`src/common/rcsv_pkg.sv`:
```
package rcsv_pkg;

  // ****************************************************************
  // Command codes and payload lengths
  // ****************************************************************
  localparam logic [7:0] CMD_LEVEL_SETUP = 8'hBB;
  localparam logic [7:0] CMD_RAIL1_LEVEL = 8'hBC;
  localparam logic [7:0] CMD_RAIL2_LEVEL = 8'hBD;
  localparam logic [7:0] CMD_BOOT_ENTRY = 8'hD9;
  localparam logic [3:0] LEN_SETUP = 4'h6;
  localparam logic [3:0] LEN_LEVEL = 4'h1;
  localparam logic [3:0] LEN_BOOT = 4'h0;
  localparam logic [3:0] FRAME_MAX = 4'h9;

  // ****************************************************************
  // Register offsets
  // ****************************************************************
  localparam logic [7:0] REG_CTRL = 8'h00;
  localparam logic [7:0] REG_ONOFF = 8'h04;
  localparam logic [7:0] REG_STATUS = 8'h08;
  localparam logic [7:0] REG_VREF1 = 8'h0C;
  localparam logic [7:0] REG_VREF2 = 8'h10;
  localparam logic [7:0] REG_MODE = 8'h14;
  localparam logic [7:0] REG_HIGH = 8'h18;
  localparam logic [7:0] REG_LOW = 8'h1C;
  localparam logic [7:0] REG_CODES = 8'h20;

  // ****************************************************************
  // Field positions and reset values
  // ****************************************************************
  localparam int ONOFF_M1_LSB = 0;
  localparam int ONOFF_M2_LSB = 4;
  localparam int ONOFF_POL = 7;
  localparam logic [1:0] CTRL_RST = 2'h0;
  localparam logic [7:0] ONOFF_RST = 8'h91;
  localparam logic [1:0] MODE_RST = 2'h2;
  localparam logic [15:0] HIGH_RST = 16'h0400;
  localparam logic [15:0] LOW_RST = 16'h0000;
  localparam logic [7:0] INIT_CODE_RST = 8'h00;
  localparam logic [6:0] ADDR_INVALID = 7'h7E;

  // ****************************************************************
  // Switch methods and level-code formats
  // ****************************************************************
  localparam logic [2:0] METH_OFF = 3'h0;
  localparam logic [2:0] METH_AUTO = 3'h1;
  localparam logic [2:0] METH_PIN = 3'h2;
  localparam logic [2:0] METH_OP = 3'h3;
  localparam logic [2:0] METH_PIN_AND_OP = 3'h4;
  localparam logic [1:0] MODE_4BIT = 2'h0;
  localparam logic [1:0] MODE_6BIT = 2'h1;
  localparam logic [1:0] MODE_8BIT = 2'h2;

  // ****************************************************************
  // Timing
  // ****************************************************************
  localparam int CLK_MHZ = 125;
  localparam int DAC_DELAY_NS = 140000;
  localparam int DAC_DELAY_CYC = (DAC_DELAY_NS * CLK_MHZ) / 1000;
  localparam int STARTUP_CYC = 256;

  typedef enum logic [2:0] {
    ST_HOLD = 3'b001,
    ST_BOOT = 3'b010,
    ST_RUN = 3'b100
  } rcsv_state_t;

endpackage

```
`src/design/rcsv_rail_ctrl.sv`:
```
// What this block does
// Command BB loads level setup fields
// Commands BC/BD set rail level codes
// Reference updates one fixed delay after packet
// Packets accepted with or without PEC
// Host keeps under four codes per millisecond
// Host sends codes only on change
// Test port disabled after reset by default
// Boot-loader entry command enables test port
// Blank configuration at startup enables test port
// Invalid strap address at startup enables test port
// Test port takes both phase-align pins
// Supply good starts startup then operation
// Low external reset pin holds reset
// Five switch methods per rail
// Switch setting gives control pin polarity
// Rail enable pins share that polarity
// Pin method ANDs control and enable
// Per-rail good plus AND of all
// Good indicators are open-drain outputs
// Eight-bit mode takes serial codes only
// Reference is code times slope plus low
// Good indicator low while rail off
module rcsv_rail_ctrl #(
  parameter int DAC_DELAY = rcsv_pkg::DAC_DELAY_CYC,
  parameter int STARTUP = rcsv_pkg::STARTUP_CYC
) (
  input wire logic clk,
  input wire logic rst,
  input wire logic digital_supply_rail,
  input wire logic external_reset_low_pin,
  input wire logic [6:0] addr_pins,
  input wire logic flash_blank,
  input wire logic scl_in,
  input wire logic sda_in,
  output logic sda_out,
  output logic sda_oe,
  input wire logic bus_ctrl_pin,
  input wire logic [1:0] rail_enable_pins,
  input wire logic [1:0] rail_ok,
  output logic [1:0] rail_good_outputs,
  output logic [1:0] rail_good_oe,
  output logic all_rails_good_output,
  output logic all_rails_good_oe,
  input wire logic phase_align_input,
  input wire logic phase_ref,
  output logic phase_align_output,
  output logic phase_align_oe,
  output logic phase_align_seen,
  output logic test_port_en,
  output logic [1:0] rail_on,
  output logic [15:0] vref_dac1,
  output logic [15:0] vref_dac2,
  input wire logic [7:0] reg_addr,
  input wire logic [15:0] reg_wdata,
  input wire logic reg_we,
  input wire logic reg_re,
  output logic [15:0] reg_rdata
);

  localparam int DW = $clog2(DAC_DELAY + 1);
  localparam int SW = $clog2(STARTUP + 1);

  // ********
  // Functions
  // ********

  // Packet check byte, polynomial x8+x2+x+1
  function automatic logic [7:0] crc8(input logic [7:0] c,
                                      input logic [7:0] b);
    logic [7:0] r;
    r = c ^ b;
    for (int i = 0; i < 8; i++)
      r = r[7] ? {r[6:0], 1'b0} ^ 8'h07 : {r[6:0], 1'b0};
    return r;
  endfunction

  // Payload length for a command, with a known flag on top
  function automatic logic [4:0] cmd_len(input logic [7:0] cmd);
    case (cmd)
      rcsv_pkg::CMD_LEVEL_SETUP: return {1'b1, rcsv_pkg::LEN_SETUP};
      rcsv_pkg::CMD_RAIL1_LEVEL: return {1'b1, rcsv_pkg::LEN_LEVEL};
      rcsv_pkg::CMD_RAIL2_LEVEL: return {1'b1, rcsv_pkg::LEN_LEVEL};
      rcsv_pkg::CMD_BOOT_ENTRY: return {1'b1, rcsv_pkg::LEN_BOOT};
      default: return 5'h00;
    endcase
  endfunction

  // Reference = low + code * (high - low) / (2^width - 1)
  function automatic logic [15:0] calc_vref(input logic [7:0] code,
                                            input logic [1:0] mode,
                                            input logic [15:0] hi,
                                            input logic [15:0] lo);
    logic [15:0] span;
    logic [23:0] prod;
    logic [23:0] quo;
    span = (hi > lo) ? hi - lo : 16'h0000;
    quo = 24'h000000;
    case (mode)
      rcsv_pkg::MODE_4BIT:
      begin
        prod = {12'h000, code[3:0]} * {8'h00, span};
        quo = prod / 24'h00000F;
      end
      rcsv_pkg::MODE_6BIT:
      begin
        prod = {10'h000, code[5:0]} * {8'h00, span};
        quo = prod / 24'h00003F;
      end
      default:
      begin
        prod = {8'h00, code} * {8'h00, span};
        quo = prod / 24'h0000FF;
      end
    endcase
    return lo + quo[15:0];
  endfunction

  // Pin level seen through the configured polarity
  function automatic logic pin_active(input logic lvl, input logic pol);
    return pol ? lvl : ~lvl;
  endfunction

  // ********
  // Pin synchronisers
  // ********
  logic [15:0] sync1_ff, sync2_ff;
  logic supply_s, external_reset_low_pin_s, ctrl_s, blank_s, phase_s;
  logic [1:0] en_s, ok_s;
  logic [6:0] addr_s;

  // Two flops on every asynchronous pin
  always_ff @(posedge clk or posedge rst)
  begin
    if (rst)
    begin
      sync1_ff <= 16'h0000;
      sync2_ff <= 16'h0000;
    end
    else
    begin
      sync1_ff <= {digital_supply_rail, external_reset_low_pin,
                   bus_ctrl_pin, rail_enable_pins, rail_ok, flash_blank,
                   phase_align_input, addr_pins};
      sync2_ff <= sync1_ff;
    end
  end

  assign supply_s = sync2_ff[15];
  assign external_reset_low_pin_s = sync2_ff[14];
  assign ctrl_s = sync2_ff[13];
  assign en_s = sync2_ff[12:11];
  assign ok_s = sync2_ff[10:9];
  assign blank_s = sync2_ff[8];
  assign phase_s = sync2_ff[7];
  assign addr_s = sync2_ff[6:0];

  // ********
  // Reset entry and startup sequence
  // ********
  rcsv_pkg::rcsv_state_t state_ff;
  logic [SW-1:0] boot_cnt_ff;
  logic hold, boot_done, running;
  logic [6:0] dev_addr_ff;

  assign hold = ~supply_s | ~external_reset_low_pin_s;
  assign boot_done = (state_ff == rcsv_pkg::ST_BOOT) &&
                     (boot_cnt_ff == SW'(STARTUP - 1));
  assign running = (state_ff == rcsv_pkg::ST_RUN);

  // Hold, run startup, then operate
  always_ff @(posedge clk or posedge rst)
  begin
    if (rst)
    begin
      state_ff <= rcsv_pkg::ST_HOLD;
      boot_cnt_ff <= '0;
    end
    else if (hold)
    begin
      state_ff <= rcsv_pkg::ST_HOLD;
      boot_cnt_ff <= '0;
    end
    else
    begin
      case (state_ff)
        rcsv_pkg::ST_HOLD: state_ff <= rcsv_pkg::ST_BOOT;
        rcsv_pkg::ST_BOOT:
        begin
          boot_cnt_ff <= boot_cnt_ff + SW'(1);
          if (boot_done)
            state_ff <= rcsv_pkg::ST_RUN;
        end
        rcsv_pkg::ST_RUN: state_ff <= rcsv_pkg::ST_RUN;
        default: state_ff <= rcsv_pkg::ST_HOLD;
      endcase
    end
  end

  // Bus address strapped at the end of startup
  always_ff @(posedge clk or posedge rst)
  begin
    if (rst)
      dev_addr_ff <= rcsv_pkg::ADDR_INVALID;
    else if (boot_done)
      dev_addr_ff <= addr_s;
  end

  // ********
  // Serial command reception
  // ********
  logic rx_start, rx_stop, rx_vld;
  logic [7:0] rx_byte;
  logic rx_en;

  assign rx_en = running && (dev_addr_ff != rcsv_pkg::ADDR_INVALID);
  assign sda_out = 1'b0;

  rcsv_pmbus_rx u_rx (
    .clk(clk),
    .rst(rst),
    .en(rx_en),
    .dev_addr(dev_addr_ff),
    .scl_in(scl_in),
    .sda_in(sda_in),
    .sda_oe(sda_oe),
    .start_ok(rx_start),
    .stop_seen(rx_stop),
    .byte_vld(rx_vld),
    .byte_data(rx_byte)
  );

  logic [7:0] buf_ff [0:7];
  logic [3:0] cnt_ff;
  logic [7:0] crc_ff;
  logic frame_ff;
  logic [4:0] len_k;
  logic frame_ok;

  // Collect bytes and running check value of one write
  always_ff @(posedge clk or posedge rst)
  begin
    if (rst)
    begin
      cnt_ff <= 4'h0;
      crc_ff <= 8'h00;
      frame_ff <= 1'b0;
      for (int i = 0; i < 8; i++)
        buf_ff[i] <= 8'h00;
    end
    else if (rx_start)
    begin
      frame_ff <= 1'b1;
      cnt_ff <= 4'h0;
      crc_ff <= crc8(8'h00, {dev_addr_ff, 1'b0});
    end
    else if (rx_stop || !rx_en)
      frame_ff <= 1'b0;
    else if (rx_vld && frame_ff)
    begin
      crc_ff <= crc8(crc_ff, rx_byte);
      if (cnt_ff < 4'h8)
        buf_ff[cnt_ff[2:0]] <= rx_byte;
      if (cnt_ff < rcsv_pkg::FRAME_MAX)
        cnt_ff <= cnt_ff + 4'h1;
    end
  end

  // Exact length, or one more byte whose check comes out zero
  assign len_k = cmd_len(buf_ff[0]);
  assign frame_ok = rx_stop && frame_ff && len_k[4] &&
                    ((cnt_ff == len_k[3:0] + 4'h1) ||
                     (cnt_ff == len_k[3:0] + 4'h2 && crc_ff == 8'h00));

  // ********
  // Level setup and level codes
  // ********
  logic [1:0] mode_ff;
  logic [15:0] high_ff, low_ff;
  logic [7:0] init_code_ff;
  logic [7:0] code1_ff, code2_ff;
  logic [1:0] new_code;

  // Setup fields: mode, high limit, low limit, power-up code
  always_ff @(posedge clk or posedge rst)
  begin
    if (rst)
    begin
      mode_ff <= rcsv_pkg::MODE_RST;
      high_ff <= rcsv_pkg::HIGH_RST;
      low_ff <= rcsv_pkg::LOW_RST;
      init_code_ff <= rcsv_pkg::INIT_CODE_RST;
    end
    else if (frame_ok && buf_ff[0] == rcsv_pkg::CMD_LEVEL_SETUP)
    begin
      mode_ff <= buf_ff[1][1:0];
      high_ff <= {buf_ff[3], buf_ff[2]};
      low_ff <= {buf_ff[5], buf_ff[4]};
      init_code_ff <= buf_ff[6];
    end
  end

  // Serial codes only count in eight-bit mode
  assign new_code[0] = frame_ok && mode_ff == rcsv_pkg::MODE_8BIT &&
                       buf_ff[0] == rcsv_pkg::CMD_RAIL1_LEVEL;
  assign new_code[1] = frame_ok && mode_ff == rcsv_pkg::MODE_8BIT &&
                       buf_ff[0] == rcsv_pkg::CMD_RAIL2_LEVEL;

  // Codes start from the power-up code after startup
  always_ff @(posedge clk or posedge rst)
  begin
    if (rst)
    begin
      code1_ff <= rcsv_pkg::INIT_CODE_RST;
      code2_ff <= rcsv_pkg::INIT_CODE_RST;
    end
    else if (boot_done)
    begin
      code1_ff <= init_code_ff;
      code2_ff <= init_code_ff;
    end
    else
    begin
      if (new_code[0])
        code1_ff <= buf_ff[1];
      if (new_code[1])
        code2_ff <= buf_ff[1];
    end
  end

  // ********
  // Delayed reference update
  // ********
  logic [1:0] pend_ff;
  logic busy_ff, cur_ff;
  logic [DW-1:0] dly_ff;
  logic pick, dly_done;

  assign pick = !busy_ff && (pend_ff != 2'b00) && running;
  assign dly_done = busy_ff && (dly_ff == DW'(DAC_DELAY - 1));

  // One update at a time, rail 1 served first
  always_ff @(posedge clk or posedge rst)
  begin
    if (rst)
    begin
      pend_ff <= 2'b00;
      busy_ff <= 1'b0;
      cur_ff <= 1'b0;
      dly_ff <= '0;
    end
    else if (!running && !boot_done)
    begin
      pend_ff <= 2'b00;
      busy_ff <= 1'b0;
      dly_ff <= '0;
    end
    else
    begin
      for (int r = 0; r < 2; r++)
      begin
        if (boot_done || new_code[r])
          pend_ff[r] <= 1'b1; // Set wins over pick
        else if (pick && r[0] == ~pend_ff[0])
          pend_ff[r] <= 1'b0; // Clear the rail being picked
      end
      if (pick)
      begin
        busy_ff <= 1'b1;
        cur_ff <= ~pend_ff[0];
        dly_ff <= '0;
      end
      else if (dly_done)
        busy_ff <= 1'b0;
      else if (busy_ff)
        dly_ff <= dly_ff + DW'(1);
    end
  end

  // Reference DAC words
  always_ff @(posedge clk or posedge rst)
  begin
    if (rst)
    begin
      vref_dac1 <= 16'h0000;
      vref_dac2 <= 16'h0000;
    end
    else if (dly_done && !cur_ff)
      vref_dac1 <= calc_vref(code1_ff, mode_ff, high_ff, low_ff);
    else if (dly_done && cur_ff)
      vref_dac2 <= calc_vref(code2_ff, mode_ff, high_ff, low_ff);
  end

  // ********
  // Test-access port and phase-align pins
  // ********

  // Off by default; set by boot entry, blank flash or bad strap
  always_ff @(posedge clk or posedge rst)
  begin
    if (rst)
      test_port_en <= 1'b0;
    else if (state_ff == rcsv_pkg::ST_HOLD)
      test_port_en <= 1'b0;
    else if (boot_done && (blank_s || addr_s == rcsv_pkg::ADDR_INVALID))
      test_port_en <= 1'b1;
    else if (frame_ok && buf_ff[0] == rcsv_pkg::CMD_BOOT_ENTRY)
      test_port_en <= 1'b1;
  end

  // Shared pins belong to the test port while it is on
  always_ff @(posedge clk or posedge rst)
  begin
    if (rst)
    begin
      phase_align_output <= 1'b0;
      phase_align_oe <= 1'b0;
      phase_align_seen <= 1'b0;
    end
    else
    begin
      phase_align_output <= phase_ref;
      phase_align_oe <= running & ~test_port_en;
      phase_align_seen <= phase_s & ~test_port_en;
    end
  end

  // ********
  // Rail on/off and good indicators
  // ********
  logic [1:0] ctrl_ff;
  logic [7:0] onoff_ff;
  logic [1:0] on_k;
  logic [1:0] good_ff;

  // Resolve the on condition per rail
  always_comb
  begin
    logic pol;
    logic [2:0] meth;
    logic pin_on;
    meth = 3'h0;
    pin_on = 1'b0;
    pol = onoff_ff[rcsv_pkg::ONOFF_POL];
    on_k = 2'b00;
    for (int r = 0; r < 2; r++)
    begin
      meth = r == 0 ? onoff_ff[rcsv_pkg::ONOFF_M1_LSB +: 3]
                    : onoff_ff[rcsv_pkg::ONOFF_M2_LSB +: 3];
      pin_on = pin_active(ctrl_s, pol) & pin_active(en_s[r], pol);
      case (meth)
        rcsv_pkg::METH_OFF: on_k[r] = 1'b0;
        rcsv_pkg::METH_AUTO: on_k[r] = 1'b1;
        rcsv_pkg::METH_PIN: on_k[r] = pin_on;
        rcsv_pkg::METH_OP: on_k[r] = ctrl_ff[r];
        rcsv_pkg::METH_PIN_AND_OP: on_k[r] = pin_on & ctrl_ff[r];
        default: on_k[r] = 1'b0;
      endcase
    end
  end

  // Rail state and open-drain good outputs
  always_ff @(posedge clk or posedge rst)
  begin
    if (rst)
    begin
      rail_on <= 2'b00;
      good_ff <= 2'b00;
    end
    else
    begin
      rail_on <= running ? on_k : 2'b00;
      good_ff <= running ? (on_k & rail_on & ok_s) : 2'b00;
    end
  end

  assign rail_good_outputs = 2'b00;
  assign rail_good_oe = ~good_ff;
  assign all_rails_good_output = 1'b0;
  assign all_rails_good_oe = ~(&good_ff);

  // ********
  // Register port
  // ********

  // Software writes: operation bits and switch setting
  always_ff @(posedge clk or posedge rst)
  begin
    if (rst)
    begin
      ctrl_ff <= rcsv_pkg::CTRL_RST;
      onoff_ff <= rcsv_pkg::ONOFF_RST;
    end
    else if (reg_we && reg_addr == rcsv_pkg::REG_CTRL)
      ctrl_ff <= reg_wdata[1:0];
    else if (reg_we && reg_addr == rcsv_pkg::REG_ONOFF)
      onoff_ff <= reg_wdata[7:0];
  end

  // Read data stands only in the cycle after the strobe
  always_ff @(posedge clk or posedge rst)
  begin
    if (rst)
      reg_rdata <= 16'h0000;
    else if (!reg_re)
      reg_rdata <= 16'h0000;
    else
    begin
      case (reg_addr)
        rcsv_pkg::REG_CTRL: reg_rdata <= {14'h0000, ctrl_ff};
        rcsv_pkg::REG_ONOFF: reg_rdata <= {8'h00, onoff_ff};
        rcsv_pkg::REG_STATUS:
          reg_rdata <= {5'h00, pend_ff, &good_ff, good_ff, rail_on,
                        test_port_en, state_ff};
        rcsv_pkg::REG_VREF1: reg_rdata <= vref_dac1;
        rcsv_pkg::REG_VREF2: reg_rdata <= vref_dac2;
        rcsv_pkg::REG_MODE: reg_rdata <= {init_code_ff, 6'h00, mode_ff};
        rcsv_pkg::REG_HIGH: reg_rdata <= high_ff;
        rcsv_pkg::REG_LOW: reg_rdata <= low_ff;
        rcsv_pkg::REG_CODES: reg_rdata <= {code2_ff, code1_ff};
        default: reg_rdata <= 16'h0000;
      endcase
    end
  end

endmodule

```
`src/design/rcsv_pmbus_rx.sv`:
```
module rcsv_pmbus_rx (
  input wire logic clk,
  input wire logic rst,
  input wire logic en,
  input wire logic [6:0] dev_addr,
  input wire logic scl_in,
  input wire logic sda_in,
  output logic sda_oe,
  output logic start_ok,
  output logic stop_seen,
  output logic byte_vld,
  output logic [7:0] byte_data
);

  logic scl_s1_ff, scl_s2_ff, scl_d_ff;
  logic sda_s1_ff, sda_s2_ff, sda_d_ff;
  logic act_ff, addr_phase_ff, ack_ff;
  logic [3:0] bitcnt_ff;
  logic [7:0] shift_ff;
  logic scl_rise, scl_fall, cond_start, cond_stop;

  // Two-stage synchronisers plus one history stage for edges
  always_ff @(posedge clk or posedge rst)
  begin
    if (rst)
    begin
      scl_s1_ff <= 1'b1;
      scl_s2_ff <= 1'b1;
      scl_d_ff <= 1'b1;
      sda_s1_ff <= 1'b1;
      sda_s2_ff <= 1'b1;
      sda_d_ff <= 1'b1;
    end
    else
    begin
      scl_s1_ff <= scl_in;
      scl_s2_ff <= scl_s1_ff;
      scl_d_ff <= scl_s2_ff;
      sda_s1_ff <= sda_in;
      sda_s2_ff <= sda_s1_ff;
      sda_d_ff <= sda_s2_ff;
    end
  end

  // Bus edges and start/stop conditions
  assign scl_rise = scl_s2_ff & ~scl_d_ff;
  assign scl_fall = ~scl_s2_ff & scl_d_ff;
  assign cond_start = scl_s2_ff & scl_d_ff & sda_d_ff & ~sda_s2_ff;
  assign cond_stop = scl_s2_ff & scl_d_ff & ~sda_d_ff & sda_s2_ff;
  assign sda_oe = ack_ff;

  // Byte shifter, address match and acknowledge
  always_ff @(posedge clk or posedge rst)
  begin
    if (rst)
    begin
      act_ff <= 1'b0;
      addr_phase_ff <= 1'b0;
      ack_ff <= 1'b0;
      bitcnt_ff <= 4'h0;
      shift_ff <= 8'h00;
      start_ok <= 1'b0;
      stop_seen <= 1'b0;
      byte_vld <= 1'b0;
      byte_data <= 8'h00;
    end
    else
    begin
      start_ok <= 1'b0;
      byte_vld <= 1'b0;
      stop_seen <= en & cond_stop;
      if (!en)
      begin
        act_ff <= 1'b0;
        ack_ff <= 1'b0;
        bitcnt_ff <= 4'h0;
      end
      else if (cond_start)
      begin
        act_ff <= 1'b1;
        addr_phase_ff <= 1'b1;
        ack_ff <= 1'b0;
        bitcnt_ff <= 4'h0;
      end
      else if (cond_stop)
      begin
        act_ff <= 1'b0;
        ack_ff <= 1'b0;
      end
      else if (act_ff)
      begin
        if (scl_rise && bitcnt_ff < 4'h8)
        begin
          shift_ff <= {shift_ff[6:0], sda_s2_ff};
          bitcnt_ff <= bitcnt_ff + 4'h1;
        end
        else if (scl_fall && bitcnt_ff == 4'h8)
        begin
          bitcnt_ff <= 4'h9;
          if (!addr_phase_ff)
          begin
            ack_ff <= 1'b1;
            byte_vld <= 1'b1;
            byte_data <= shift_ff;
          end
          else if (shift_ff[7:1] == dev_addr && !shift_ff[0])
          begin
            ack_ff <= 1'b1;
            addr_phase_ff <= 1'b0;
            start_ok <= 1'b1;
          end
          else
            act_ff <= 1'b0; // Other target or a read: stay silent
        end
        else if (scl_fall && bitcnt_ff == 4'h9)
        begin
          ack_ff <= 1'b0;
          bitcnt_ff <= 4'h0;
        end
      end
    end
  end

endmodule

```
`config.mk`:
```
export PLATFORM = sky130hd
export DESIGN_NAME = rcsv_rail_ctrl
export DESIGN_NICKNAME = d
export VERILOG_FILES = /design/src/common/rcsv_pkg.sv /design/src/design/rcsv_rail_ctrl.sv /design/src/design/rcsv_pmbus_rx.sv
export SDC_FILE = /design/constraint.sdc
export NUM_CORES = 2
export LEC_CHECK = 0
export ABC_AREA = 1
export BUFFER_PORTS_ARGS = -buffer_cell sky130_fd_sc_hd__buf_4
export CAP_MARGIN = 20
export CORE_UTILIZATION = 33
export DETAILED_ROUTE_END_ITERATION = 10
export GPL_ROUTABILITY_DRIVEN = 0
export SYNTH_ARGS = -nofsm -noshare
export SYNTH_HDL_FRONTEND = slang
export SYNTH_HIERARCHICAL = 1
export SYNTH_SLANG_ARGS = --single-unit
```
`constraint.sdc`:
```
create_clock -name clk -period 17.05 [get_ports clk]
set_input_delay 2.5575 -clock clk [delete_from_list [all_inputs] [get_ports clk]]
set_output_delay 2.5575 -clock clk [all_outputs]
set_load 0.02 [all_outputs]
```
==> reports/metrics.csv <==
stage,metric,value,unit
placement,Port-buffer cells,96,
pwr,peak supply drop,0.0000985,V
sta,Worst Skew,0.0260,ns
critical_path,crit-path max cell delay,0.64,ns
critical_path,Reg-to-Reg Start,high_ff[0],
critical_path,Crit path arrival time,18.98,ns
placement,DPL Wire Length,127000,um
yosys,syn_area_per_cell,6.56,um^2
sta,final worst-path setup slack,-1.50,ns
final_layout,layout cell share with drive strength beyond 1,37.4,%
final_layout,multi-input logic area,38700,um^2
global_routing,global-route wire length before repair,255000,um
yosys,cell taking the most area after synthesis,nand2_1,
die,Initial Utilization,33.4,%
global_routing,met3 usage,1.57,%
yosys,sequential area share after synthesis,15.6,%
critical_path,Critical-path top delay cell,fa_2,
yosys,most common cell in the netlist,nand2_1,
critical_path,"most used cell, CP",nand2_4,
critical_path,worst endpoint required time,17.47,ns
die,IO Pins,109,
drt,Detailed Route WL,161000,um
hold_path,hold path depth,0,
sta,RSZ-0062 raised after global routing,true,
critical_path,"Max FO, Critical Path",8,
critical_path,RR Endpoint,vref_dac2[14],
yosys,number of synthesized flops with an enable pin,0,
critical_path,Setup Crit Path Kind,reg -> reg,
cts,CTS root buf,clkbuf_16,
yosys,Synth Instances,7222,
run_status,outcome,"finished, violations left",
final_layout,area growth from synthesis to layout,48.3,%
die,total die area,145000,um^2
drt,DR vias,52955,
global_routing,initial antenna violation count,0,
global_routing,GRT Overall Usage,21.1,%
yosys,Syn Std Cell Area,47400,um^2
sta,final clock period utilization by the worst path,109,%
final_layout,register area,7400,um^2
final_layout,final net count,9813,
drt,DRT iter0 DRCs,2785,
cts,Clock Latency Late Sink,0.56,ns
global_routing,vias in the first global route,52029,
drt,DRC,0,
pwr,P_leak,0.0378,uW
drt,wire length per cell,14.5,um
critical_path,reg2reg path depth,144,
critical_path,crit path from,high_ff[0],
critical_path,element type at the critical path end,flop,
run,max cap viols,0,
yosys,yosys warns,6,
sta,Rel. slew slack,32.4,%
yosys,Post-synth top cells,"nand2_1 (1,887), inv_1 (1,407), nor2_1 (662), nand3_1 (448), o21ai_0 (350)",
cts,Sink Count,295,
die,Core Footprint,142000,um^2
sta,f_max,53.9,MHz
yosys,post-synthesis cell type count,77,
cts,total CTS buffers,25,
cts,CTS Hold Bufs,0,
placement,Place WS,-2.07,ns
hold_path,HP Start,sync1_ff[6],
global_routing,GRT overflow,0,
global_routing,largest net degree at the start of global routing,130,
cts,htree depth,1,
die,die height,381,um
drt,Pre-antenna DRT Iters,6,
sta,clock period minus worst slack,18.55,ns
sta,Slew @ Worst Pin,1.01,ns
global_routing,met1 usage,26.0,%
drt,drt via density,4.78,
global_routing,grt met2 use,38.1,%
critical_path,reg2reg setup slack,-1.50,ns
yosys,Async SR Flop Fraction,100,%
yosys,Yosys reg bits,295,
final_layout,ant diodes,0,
run_status,failing checks,negative setup slack,
sta,fin. max-slew vios,0,
hold_path,Worst Hold Endpoint,sync2_ff[6],
cts,Worst-path clk slew,0.07,ns
final_layout,Layout fillers,13503,
sta,final setup fails,19,
drt,DRT antenna net count,0,
yosys,post-synth top area share,14.9,%
die,row count,138,
final_layout,Layout Utilization,49.4,%
yosys,top post-synthesis cells by area,"nand2_1 (15%), dfrtp_1 (15%), fa_1 (14%)",
global_routing,global route hottest layer,met2,
die,width of the die,381,um
sta,Hold Fails Final Rpt,0,
sta,setup_tns,-18.19,ns
pwr,pwr/cell area,19.5,nW/um^2
cts,CTS tree,built,
hold_path,Min-Delay Path Class,reg -> reg,
cts,CTS Buffer Depth,3,
yosys,ys flop type,dfrtp_1,
critical_path,CP Launch Type,flop,
[through the flow]
stage,instances,cell area [um^2],power [uW],hold slack [ns]
finish,11078,70300,1370,0.343
global route,11078,70300,1410,0.346
CTS,10949,66700,1380,0.345
detailed placement,10725,62100,756,0.335
global placement,10725,62100,755,0.332
floorplan,7225,47400,741,0.331
[state kept, by name, indices dropped and copies added, names as in the netlist, 9 cells and up]
| register | cells |
|---|---|
| sync2_ff | 16 |
| buf_ff | 56 |
| boot_cnt_ff | 9 |
| low_ff | 16 |
| dly_ff | 15 |
| high_ff | 16 |
| vref_dac2 | 16 |
| vref_dac1 | 16 |
| sync1_ff | 16 |
| reg_rdata | 16 |
[layout by cell type, fill, tap and decap left out, types with 25 or more instances in the layout]
| cell type | Yosys | routed |
|---|---|---|
| a21oi_1 | 208 | 163 |
| a21oi_2 | 11 | 42 |
| buf_4 | 5 | 1926 |
| buf_6 | 7 | 56 |
| clkbuf_16 | 0 | 25 |
| dfrtp_1 | 277 | 277 |
| fa_1 | 341 | 324 |
| ha_1 | 254 | 211 |
| ha_4 | 0 | 36 |
| inv_1 | 1407 | 1356 |
| inv_2 | 62 | 99 |
| mux2_2 | 40 | 40 |
| nand2_1 | 1887 | 1680 |
| nand2_2 | 179 | 298 |
| nand2_4 | 43 | 118 |
| nand3_1 | 448 | 330 |
| nand3_2 | 63 | 128 |
| nand3_4 | 9 | 64 |
| nand4_1 | 94 | 94 |
| nor2_1 | 662 | 483 |
| nor2_2 | 79 | 164 |
| nor2_4 | 26 | 120 |
| nor3_1 | 46 | 31 |
| o21ai_0 | 350 | 269 |
| o21ai_1 | 93 | 104 |
| o21ai_2 | 27 | 89 |
| o21bai_1 | 35 | 33 |
| o221ai_1 | 28 | 28 |
| o22ai_1 | 37 | 31 |
| xnor2_1 | 61 | 60 |
| xor2_1 | 122 | 110 |
[final cells by class]
cell class / count / share of cell area (%)
Timing Repair Buffer: 1990 / 21.7
Inverter: 1484 / 8.02
Tap cell: 1890 / 3.37
Clock inverter: 9 / 0.223
Clock buffer: 35 / 1.03
Sequential cell: 295 / 10.5
Multi-Input combinational cell: 5375 / 55.1
[layer usage]
| layer | vias up | wire length (um) |
|---|---|---|
| li1 | 26505 | - |
| met4 | 0 | 7250 |
| met3 | 300 | 6700 |
| met1 | 24936 | 66700 |
| met2 | 1214 | 80000 |
| met5 | - | 0 |
[worst max path at each step]
stage | to | cells past startpoint
CTS | vref_dac2[15] | 151
floorplan | vref_dac1[14] | 144
finish | vref_dac2[14] | 144
global placement | vref_dac2[15] | 149
detailed placement | vref_dac2[14] | 148
global route | vref_dac2[14] | 153
[power by group]
part	switching [uW]	internal, uW
registers	3.35	707
clock network	274	357
logic	22.7	9.03
[worst max-delay path: cells and delay by family, from the launching register on]
kind                       cells  cell delay (ns)
and+or+nand+nor               96             9.71
DFF                            1             0.37
AOI/OAI and AO/OA             14             2.13
xor gates and xnor gates       2             0.29
buffers and inverters         22             2.25
adders and majority gates     10             3.57
[cells by family after synthesis]
| group | after synthesis | synth area share (%) |
|---|---|---|
| adders and majority gates | 595 | 21.1 |
| xor gates and xnor gates | 189 | 3.61 |
| muxes | 40 | 0.950 |
| DFF | 295 | 15.6 |
| AOI/OAI and AO/OA | 926 | 11.5 |
| and+or+nand+nor | 3616 | 34.6 |
| buffers and inverters | 1560 | 12.6 |
| other | 1 | 0.00791 |
[what timing repair did]
action,CTS,global route
buffers inserted,177,137
pin swaps,202,328
resized for setup,579,679
setup endpoints to repair,30,32
cloned,3,2
endpoints found under the hold margin,0,0
Power figures use the tool's default switching activity.
